<file path="src/csd_pkg.sv">
// Contract
// - block_extent codes 000..111 pick 2K..1M blocks, compare ADDR[23:11]..ADDR[23:20].
// - boot base resets to zero with a 512 Kbyte block.
// - mode bit: 0 asynchronous assertion, 1 aligned to slow_bus_clock.
// - 8-bit port: any nonzero byte lanes enable; 16-bit port: lanes select transfers.
// - 16-bit port matches address bit zero and transfer_size_code against byte lanes.
// - general byte lanes reset disabled; boot byte lanes reset to both.
// - read_write_qualifier: 01 reads, 10 writes, 11 both, 00 reserved.
// - asynchronous mode: strobe_select times select to address or data strobe.
// - acknowledge field: 0..13 wait states, 1110 fast, 1111 external.
// - space field: 00 CPU, 01 user, 10 supervisor, 11 either.
// - CPU space compares ADDR[3:1] with priority_match_level; 000 matches any.
// - auto_vector_select requests internal autovector on external interrupt acknowledge.
// - internal module interrupt acknowledge gets no select, ack or autovector.
// - latch bits 6..0 drive select pins 9..3 as discrete outputs; bit7 zero.
// - select asserts with the chosen strobe, or aligned to slow_bus_clock.
// - without internal ack the cycle waits for the peripheral's transfer_ack.
// - base bits 15..3 compare with ADDR[23:11], also in CPU space.
// - internal autovector terminates the interrupt acknowledge cycle.
// - channel blocks may overlap; every channel matches independently.
// - pin_assignment: 00 discrete, 01 alternate, 10 8-bit select, 11 16-bit select.
// - selects are active low; internally owned addresses assert none.
// - matching continues on discrete or alternate pins for ack and autovector.
`default_nettype none
package csd_pkg;
  localparam int NCH  = 12;
  localparam int BOOT = 11;
  localparam logic [7:0] OFS_BASE  = 8'h00;
  localparam logic [7:0] OFS_OPT   = 8'h40;
  localparam logic [7:0] OFS_PA    = 8'h80;
  localparam logic [7:0] OFS_LATCH = 8'h84;
  localparam int F_MODE  = 15;
  localparam int F_BYTE  = 13;
  localparam int F_RW    = 11;
  localparam int F_STROBE_SELECT  = 10;
  localparam int F_ACK   = 6;
  localparam int F_SPACE = 4;
  localparam int F_IPL   = 1;
  localparam int F_AUTO_VECTOR_SELECT  = 0;
  localparam logic [15:0] RST_BASE      = 16'h0000;
  localparam logic [15:0] RST_BOOT_BASE = 16'h0006;
  localparam logic [15:0] RST_OPT       = 16'h0000;
  localparam logic [15:0] RST_BOOT_OPT  = 16'h7B70;
  localparam logic [23:0] RST_PA        = 24'hFFFFFF;
  localparam logic [7:0][4:0] EXT_LOW = {5'h14, 5'h13, 5'h12, 5'h11,
                                         5'h10, 5'h0E, 5'h0D, 5'h0B};
  localparam logic [3:0] ACK_FAST  = 4'hE;
  localparam logic [3:0] ACK_EXT   = 4'hF;
  localparam logic [2:0] FC_CPU    = 3'h7;
  localparam logic [3:0] IACK_TYPE = 4'hF;
  localparam logic [1:0] SP_CPU    = 2'h0;
  localparam logic [1:0] SP_USER   = 2'h1;
  localparam logic [1:0] SP_SUPV   = 2'h2;
  localparam logic [1:0] PA_DISC   = 2'h0;
  localparam logic [1:0] PA_ALT    = 2'h1;
  localparam logic [1:0] PA_8      = 2'h2;
  localparam logic [1:0] SIZ_BYTE  = 2'h1;
  localparam logic [11:0] DISC_PINS = 12'h3F8;

  typedef struct packed {
    logic [23:0] addr;
    logic [2:0]  fc;
    logic        rd;
    logic [1:0]  transfer_size_code;
    logic        as;
    logic        ds;
  } csd_access_t;

  typedef struct packed {
    logic [7:0]  paddr;
    logic        psel;
    logic        penable;
    logic        pwrite;
    logic [31:0] pwdata;
  } csd_apb_req_t;

  typedef struct packed {
    logic [31:0] prdata;
    logic        pready;
    logic        pslverr;
  } csd_apb_rsp_t;

  typedef struct packed {
    logic [NCH-1:0][15:0] base;
    logic [NCH-1:0][15:0] opt;
    logic [2*NCH-1:0]     pa;
    logic [6:0]           latch;
    logic [31:0]          prdata;
    logic                 pslverr;
    logic [NCH-1:0]       sel_n;
    logic [NCH-1:0]       sync_on;
    logic [NCH-1:0]       pin_n;
    logic                 slow_bus_clock_d;
    logic                 cyc;
    logic                 ack_arm;
    logic [3:0]           wcnt;
    logic [3:0]           wtgt;
    logic                 ack;
    logic                 auto_vector_select;
  } csd_state_t;
endpackage
`default_nettype wire

</file>
<file path="src/csd_chip_select.sv">
// Added by the designer: the APB slave port and the register addresses.
`default_nettype none
module csd_chip_select (
  input  wire logic                  clk,
  input  wire logic                  rst_n,
  input  wire logic                  ce,
  input  wire csd_pkg::csd_apb_req_t apb_req,
  output      csd_pkg::csd_apb_rsp_t apb_rsp,
  input  wire csd_pkg::csd_access_t  acc,
  input  wire logic                  int_owned,
  input  wire logic                  int_iack,
  input  wire logic                  slow_bus_clock,
  output logic [11:0]                select_n,
  output logic [11:0]                pin_n,
  output logic [11:0]                alt_func_en,
  output logic                       transfer_ack_n,
  output logic                       autovector_n
);
  csd_pkg::csd_state_t s;
  csd_pkg::csd_state_t next_s;
  logic [11:0] hit;
  logic [11:0] auto_vector_select_hit;
  logic        iack_cyc;
  logic        slow_bus_clock_rise;
  logic        pick_ok;
  logic [3:0]  pick_code;
  logic [3:0]  reg_idx;
  logic        idx_ok;
  logic        in_base;
  logic        in_opt;
  logic        in_pa;
  logic        in_latch;
  logic        mapped;
  logic        wr_en;
  logic [31:0] rd_word;
  logic [11:0] latch_at_pin;

  // address-match per channel; channels never see each other
  assign iack_cyc = acc.fc == csd_pkg::FC_CPU && acc.addr[19:16] == csd_pkg::IACK_TYPE;

  for (genvar i = 0; i < csd_pkg::NCH; i++)
  begin : g_ch
    logic [15:0] b;
    logic [15:0] o;
    logic [1:0]  pa;
    logic [12:0] m;
    logic        addr_ok;
    logic        space_ok;
    logic        rw_ok;
    logic        byte_ok;
    logic        lane_lo;
    logic        lane_hi;
    assign b  = s.base[i];
    assign o  = s.opt[i];
    assign pa = s.pa[2*i +: 2];
    always_comb
    begin
      for (int k = 0; k < 13; k++)
      begin
        m[k] = (k + 11) >= int'(csd_pkg::EXT_LOW[b[2:0]]);
      end
    end
    assign addr_ok = ((acc.addr[23:11] ^ b[15:3]) & m) == 13'h0000;
    always_comb
    begin
      unique case (o[csd_pkg::F_SPACE +: 2])
        csd_pkg::SP_CPU:
          space_ok = acc.fc == csd_pkg::FC_CPU && !int_iack
                     && (o[csd_pkg::F_IPL +: 3] == 3'h0
                         || o[csd_pkg::F_IPL +: 3] == acc.addr[3:1]);
        csd_pkg::SP_USER:
          space_ok = acc.fc != csd_pkg::FC_CPU && !acc.fc[2];
        csd_pkg::SP_SUPV:
          space_ok = acc.fc != csd_pkg::FC_CPU && acc.fc[2];
        default:
          space_ok = acc.fc != csd_pkg::FC_CPU;
      endcase
    end
    assign rw_ok = (o[csd_pkg::F_RW] && acc.rd) || (o[csd_pkg::F_RW + 1] && !acc.rd);
    assign lane_hi = !acc.addr[0];
    assign lane_lo = acc.addr[0] || acc.transfer_size_code != csd_pkg::SIZ_BYTE;
    assign byte_ok = (pa == csd_pkg::PA_8)
                     ? o[csd_pkg::F_BYTE +: 2] != 2'h0
                     : (o[csd_pkg::F_BYTE] && lane_lo)
                       || (o[csd_pkg::F_BYTE + 1] && lane_hi);
    assign hit[i] = acc.as && !int_owned && addr_ok && space_ok && rw_ok && byte_ok;
    assign auto_vector_select_hit[i] = hit[i] && o[csd_pkg::F_AUTO_VECTOR_SELECT];
  end

  assign slow_bus_clock_rise = slow_bus_clock && !s.slow_bus_clock_d;
  assign latch_at_pin = {2'b00, s.latch, 3'b000};

  // lowest-numbered asynchronous channel with internal ack wins
  always_comb
  begin
    pick_ok = 1'b0;
    pick_code = 4'h0;
    for (int i = csd_pkg::NCH - 1; i >= 0; i--)
    begin
      if (hit[i] && !s.opt[i][csd_pkg::F_MODE]
          && s.opt[i][csd_pkg::F_ACK +: 4] != csd_pkg::ACK_EXT)
      begin
        pick_ok = 1'b1;
        pick_code = s.opt[i][csd_pkg::F_ACK +: 4];
      end
    end
  end

  // register decode
  assign reg_idx  = apb_req.paddr[5:2];
  assign idx_ok   = reg_idx < 4'hC && apb_req.paddr[1:0] == 2'b00;
  assign in_base  = apb_req.paddr[7:6] == csd_pkg::OFS_BASE[7:6] && idx_ok;
  assign in_opt   = apb_req.paddr[7:6] == csd_pkg::OFS_OPT[7:6] && idx_ok;
  assign in_pa    = apb_req.paddr == csd_pkg::OFS_PA;
  assign in_latch = apb_req.paddr == csd_pkg::OFS_LATCH;
  assign mapped   = in_base || in_opt || in_pa || in_latch;
  assign wr_en    = apb_req.psel && apb_req.penable && apb_req.pwrite && mapped;

  always_comb
  begin
    rd_word = 32'h00000000;
    if (in_base)
    begin
      rd_word = {16'h0000, s.base[reg_idx]};
    end
    else if (in_opt)
    begin
      rd_word = {16'h0000, s.opt[reg_idx]};
    end
    else if (in_pa)
    begin
      rd_word = {8'h00, s.pa};
    end
    else if (in_latch)
    begin
      rd_word = {25'h0000000, s.latch};
    end
  end

  always_comb
  begin
    next_s = s;
    next_s.slow_bus_clock_d = slow_bus_clock;
    next_s.cyc = acc.as;
    // read data is captured in the setup phase and held through access
    if (apb_req.psel && !apb_req.penable)
    begin
      next_s.prdata = apb_req.pwrite ? 32'h00000000 : rd_word;
      next_s.pslverr = !mapped;
    end
    if (wr_en)
    begin
      if (in_base)
      begin
        next_s.base[reg_idx] = apb_req.pwdata[15:0];
      end
      else if (in_opt)
      begin
        next_s.opt[reg_idx] = apb_req.pwdata[15:0];
      end
      else if (in_pa)
      begin
        next_s.pa = apb_req.pwdata[23:0];
      end
      else
      begin
        next_s.latch = apb_req.pwdata[6:0];
      end
    end
    for (int i = 0; i < csd_pkg::NCH; i++)
    begin
      if (s.opt[i][csd_pkg::F_MODE])
      begin
        next_s.sync_on[i] = hit[i] && (s.sync_on[i] || slow_bus_clock_rise);
        next_s.sel_n[i] = !next_s.sync_on[i];
      end
      else
      begin
        next_s.sync_on[i] = 1'b0;
        next_s.sel_n[i] = !(hit[i]
                            && (s.opt[i][csd_pkg::F_STROBE_SELECT] ? acc.ds : acc.as));
      end
      if (s.pa[2*i + 1])
      begin
        next_s.pin_n[i] = next_s.sel_n[i];
      end
      else if (s.pa[2*i +: 2] == csd_pkg::PA_DISC && csd_pkg::DISC_PINS[i])
      begin
        next_s.pin_n[i] = latch_at_pin[i];
      end
      else
      begin
        next_s.pin_n[i] = 1'b1;
      end
    end
    // internal acknowledge with programmed waits
    if (!acc.as)
    begin
      next_s.ack_arm = 1'b0;
      next_s.ack = 1'b0;
    end
    else if (!s.cyc)
    begin
      if (pick_ok && pick_code == csd_pkg::ACK_FAST)
      begin
        next_s.ack = 1'b1;
      end
      else if (pick_ok)
      begin
        next_s.ack_arm = 1'b1;
        next_s.wcnt = 4'h0;
        next_s.wtgt = pick_code;
      end
    end
    else if (s.ack_arm)
    begin
      if (s.wcnt == s.wtgt)
      begin
        next_s.ack = 1'b1;
        next_s.ack_arm = 1'b0;
      end
      else
      begin
        next_s.wcnt = s.wcnt + 4'h1;
      end
    end
    next_s.auto_vector_select = iack_cyc && |auto_vector_select_hit;
  end

  always_ff @(posedge clk)
  begin
    if (!rst_n)
    begin
      s <= '{base:    {csd_pkg::RST_BOOT_BASE, {11{csd_pkg::RST_BASE}}},
             opt:     {csd_pkg::RST_BOOT_OPT, {11{csd_pkg::RST_OPT}}},
             pa:      csd_pkg::RST_PA,
             latch:   7'h00,
             prdata:  32'h00000000,
             pslverr: 1'b0,
             sel_n:   12'hFFF,
             sync_on: 12'h000,
             pin_n:   12'hFFF,
             slow_bus_clock_d:  1'b0,
             cyc:     1'b0,
             ack_arm: 1'b0,
             wcnt:    4'h0,
             wtgt:    4'h0,
             ack:     1'b0,
             auto_vector_select:    1'b0};
    end
    else if (ce)
    begin
      s <= next_s;
    end
  end

  assign apb_rsp.prdata  = s.prdata;
  assign apb_rsp.pslverr = s.pslverr;
  assign apb_rsp.pready  = ce;
  assign select_n        = s.sel_n;
  assign pin_n           = s.pin_n;
  assign transfer_ack_n  = !s.ack;
  assign autovector_n    = !s.auto_vector_select;
  for (genvar i = 0; i < csd_pkg::NCH; i++)
  begin : g_alt
    assign alt_func_en[i] = s.pa[2*i +: 2] == csd_pkg::PA_ALT;
  end

  // checks
  boot_reset_a: assert property (@(posedge clk)
    $rose(rst_n) |-> s.base[csd_pkg::BOOT] == 16'h0006)
    else $error("boot base reset wrong");
  boot_bytes_a: assert property (@(posedge clk)
    $rose(rst_n) |-> s.opt[csd_pkg::BOOT][14:13] == 2'h3 && s.opt[0][14:13] == 2'h0)
    else $error("byte lane reset wrong");
  sel_cause_a: assert property (@(posedge clk) disable iff (!rst_n)
    (select_n != 12'hFFF) |-> $past(|hit))
    else $error("select without match");
  owned_a: assert property (@(posedge clk) disable iff (!rst_n)
    ce && int_owned |=> select_n == 12'hFFF)
    else $error("select on internal address");
  async_as_a: assert property (@(posedge clk) disable iff (!rst_n)
    ce && hit[0] && !s.opt[0][15] && !s.opt[0][10] |=> !select_n[0])
    else $error("async select late");
  sync_edge_a: assert property (@(posedge clk) disable iff (!rst_n)
    $rose(s.sync_on[0]) |-> $past(slow_bus_clock_rise))
    else $error("sync select off edge");
  wait_ack_a: assert property (@(posedge clk) disable iff (!rst_n)
    ce && acc.as && s.ack_arm && s.wcnt == s.wtgt |=> !transfer_ack_n)
    else $error("wait ack missed");
  wait_early_a: assert property (@(posedge clk) disable iff (!rst_n)
    $fell(transfer_ack_n) |-> $past(s.ack_arm) || $past(pick_code) == 4'hE)
    else $error("ack came early");
  iack_int_a: assert property (@(posedge clk) disable iff (!rst_n)
    ce && int_iack && acc.fc == 3'h7 |=> autovector_n)
    else $error("autovector on internal iack");
  auto_vector_select_term_a: assert property (@(posedge clk) disable iff (!rst_n)
    ce && iack_cyc && |auto_vector_select_hit |=> !autovector_n)
    else $error("autovector missing");
  latch_bit7_a: assert property (@(posedge clk) disable iff (!rst_n)
    apb_req.psel && apb_req.penable && in_latch |-> apb_rsp.prdata[31:7] == 25'h0)
    else $error("latch high bits set");

  async_sel_c: cover property (@(posedge clk) disable iff (!rst_n)
    $fell(select_n[0]) && !s.opt[0][15]);
  sync_sel_c: cover property (@(posedge clk) disable iff (!rst_n)
    $fell(select_n[1]) && s.opt[1][15]);
  wait_ack_c: cover property (@(posedge clk) disable iff (!rst_n)
    $fell(transfer_ack_n) && s.wtgt == 4'h3);
  auto_vector_select_c: cover property (@(posedge clk) disable iff (!rst_n)
    $fell(autovector_n));
endmodule
`default_nettype wire

</file>
<file path="config.mk">
export PLATFORM = sky130hd
export DESIGN_NAME = csd_chip_select
export DESIGN_NICKNAME = d
export VERILOG_FILES = /design/src/csd_pkg.sv /design/src/csd_chip_select.sv
export SDC_FILE = /design/constraint.sdc
export NUM_CORES = 2
export LEC_CHECK = 0
export BUFFER_PORTS_ARGS = -buffer_cell sky130_fd_sc_hd__buf_2
export CORE_MARGIN = 5
export CORE_UTILIZATION = 25
export DETAILED_ROUTE_END_ITERATION = 8
export GPL_ROUTABILITY_DRIVEN = 0
export PLACE_DENSITY = 0.5
export SLEW_MARGIN = 20
export SYNTH_ARGS = -nofsm -noshare
export SYNTH_HDL_FRONTEND = slang
export SYNTH_SLANG_ARGS = --single-unit
</file>
<file path="constraint.sdc">
create_clock -name clk -period 6.65 [get_ports clk]
set_input_delay 1.33 -clock clk [delete_from_list [all_inputs] [get_ports clk]]
set_output_delay 1.33 -clock clk [all_outputs]
set_load 0.005 [all_outputs]
</file>
==> run metrics <==
WS Path Type in -> reg; vias in the first global route about 26000; DP Area 31600 sq um; Post-synth ARST share 0; Clk Latency, worst-skew pair around 0.63 ns; hold depth 2; Max Cap Viol 0; fin crit period 4.98 ns; Final nets 3805; Starting Density 0.250; critical path required time between 7 and 8 ns; cell count after synthesis 3780; Internal Dissipation 5.69 mW; Flop pwr share 0.434; count leader, synth nand2_1; slew of the pin with the lowest slew margin ~1.2 ns; die height between 300 and 400 microns; Reg clk slew, reported paths about 0.060 ns; antenna violations before repair 12; CTS Hold Bufs 0; Hold Slack 0.454 ns; GRT overflow 0; Post CTS Setup Buffer Count 0; Crit path largest cell delay between 0.6 and 0.7 ns; Final Cell Area around 34000 sq um; FF-to-FF Start g_ch[11].pa[1]; Worst Hold Endpoint apb_rsp[7]; first-pass GRT wire length ~180000 microns; DR vias/cell between 5 and 6; flops & latches, synth about 550; RR Endpoint s[5]; IO Port Bufs 129; PD cells around 230 nW/um^2; Avg Cell Area, Syn between 7 and 8 sq um; switching portion of total power 0.252; root buffer cell clkbuf_16; I/O Pins between 150 and 200; Rows 127; GRT Util Overall 0.194; mapped cell area ~30000 sq um; RSZ-0062 raised after global routing no; hold path start apb_rsp[7]; cts repair resizes 0; Min-Delay Path Class reg -> reg; Combinational Power Share 0.070; H-tree depth 3; final setup vio count 0; f_max between 200 and 250 MHz; largest net degree at the start of global routing 111; worst-path fanout max 12; clk_skew about 0.014 ns; Synth area leaders dfxtp_1 (37%), nand2_1 (12%), a21oi_1 (8.7%); number of synthesized flops with an enable pin 0; Final period util 0.749; number of buffers created by CTS 67; Final Hold Viols 0; CP endpoint kind flop; critical path, cell by cell buf_2 -> or3b_2 -> o32ai_1 -> nor4_1 -> nand4_1 -> a2111oi_2 -> nand2_1 -> o311ai_0 -> a221oi_1 -> o21bai_1 -> a31oi_4 -> o221a_1; clock sink count between 500 and 600; FF-to-FF path depth 11; drt pass-1 iters 8; remaining antenna violation count 0; area leader, netlist dfxtp_1; vias post-DR approximately 28000; CTS tree done; R2R setup slack about 1.9 ns; setup TNS 0 ns; Initial DRC Count about 3100; die area 127000 sq um; CP Launch Type input port; Synth top area share 0.367; wire length per cell ~24 microns; Final Slew Violations 0; share of layout cells above drive strength 1 0.122; dpl hpwl between 90000 and 100000 microns; status completed; worst relative slew slack 0.182; Leak between 10 and 15 nW; Net Sw Power ~1.9 mW; Clk pwr share 0.496; Seq/Total Area, Yosys 0.367; DRT Wirelength 128000 microns; Longest Clk Path Bufs 3; core area 119000 sq um; Post-synth top cells nand2_1 (957), dfxtp_1 (549), a21oi_1 (518); CP max-delay cell a2111oi_2; Post-route DRC 0; area delta synth->final 12.9%; Peak VDD IR between 0.15 and 0.2 mV; CP arrival roughly 5.5 ns; top_reg_cell synth dfxtp_1; Die X 356 microns; post-synth cell types 95; Synth warnings 0
-- power groups by stage --
| stage | sequential (mW) | combinational, mW | clock, mW |
|---|---|---|---|
| 2_1_floorplan | 3.38 | 0.321 | 0 |
| 3_3_place_gp | 3.38 | 0.519 | 0 |
| 3_5_place_dp | 3.38 | 0.519 | 0 |
| 4_1_cts | 3.30 | 0.521 | 3.84 |
| 5_1_grt | 3.30 | 0.554 | 3.96 |
| 6_report | 3.30 | 0.530 | 3.77 |
-- how the worst max path moves through the flow --
stage,from,endpoint,slack [ns],depth (start not counted)
floorplan,acc[11],s[5],2.40,13
global placement,acc[8],s[5],1.19,12
detailed placement,acc[8],s[5],1.16,12
CTS,acc[11],s[5],1.81,12
global route,acc[11],s[5],1.49,12
finish,acc[8],s[5],1.67,12
-- critical path: cells and delay by family --
family,cells,cell delay (ns)
buffers and inverters,1,0.17
AO/OA/AOI/OAI,7,2.54
AND/OR/NAND/NOR,4,1.43
-- placed cells by master, fill, tap and decap left out, types with 15 or more instances in the layout --
cell / n
nand4_1: 28
clkbuf_16: 69
mux2i_1: 78
o21ai_0: 140
mux4_2: 96
a21o_1: 16
a211oi_1: 56
xnor2_1: 81
buf_2: 127
a22oi_1: 29
o31ai_1: 17
nor2_1: 140
xor2_1: 90
nand2_1: 957
a31oi_1: 29
a21oi_1: 518
ha_1: 25
inv_1: 55
buf_4: 64
nand3_1: 102
nor3_1: 34
nor4_1: 29
dfxtp_1: 549
or2_2: 22
o211ai_1: 16
nor2b_1: 42
and3_1: 21
and2_1: 15
-- kinds of logic (layout without fill, tap and decap cells) --
group	Yosys count	count (layout)	synth area share
compound gates	986	986	0.200
flops	549	549	0.367
buf+inv	407	367	0.0611
simple gates	1459	1459	0.210
mux	181	181	0.101
other cells	1	14	0.000125
xor+xnor	171	171	0.0500
fa+ha+maj	26	26	0.0108
-- per-stage QoR --
stage,setup WS [ns],total power [mW],util,cells
after global routing,1.49,7.82,0.283,5359
after detailed placement,1.16,3.90,0.264,5242
after floorplan,2.40,3.70,-,3787
after global placement,1.19,3.90,0.264,5241
final,1.67,7.61,0.283,5365
after CTS,1.81,7.66,0.283,5359
-- final cells by class --
cell class | count | area (sq um)
Tap cell | 1612 | 2020
Sequential cell | 549 | 11000
Fill cell | 12900 | 85700
Multi-Input combinational cell | 2831 | 17200
Clock inverter | 25 | 298
Timing Repair Buffer | 194 | 1160
Clock buffer | 92 | 1920
Inverter | 56 | 218
Antenna cell | 6 | 15.0
-- per-layer routing --
layer | wire (microns) | part of all wire | GRT usage
met5 | 57 | 0.00044 | 0
met4 | 3830 | 0.030 | 0.0586
met3 | 13300 | 0.10 | 0.0506
met2 | 55900 | 0.44 | 0.296
met1 | 55400 | 0.43 | 0.270
Note: power is estimated with default switching activity, not from simulation.
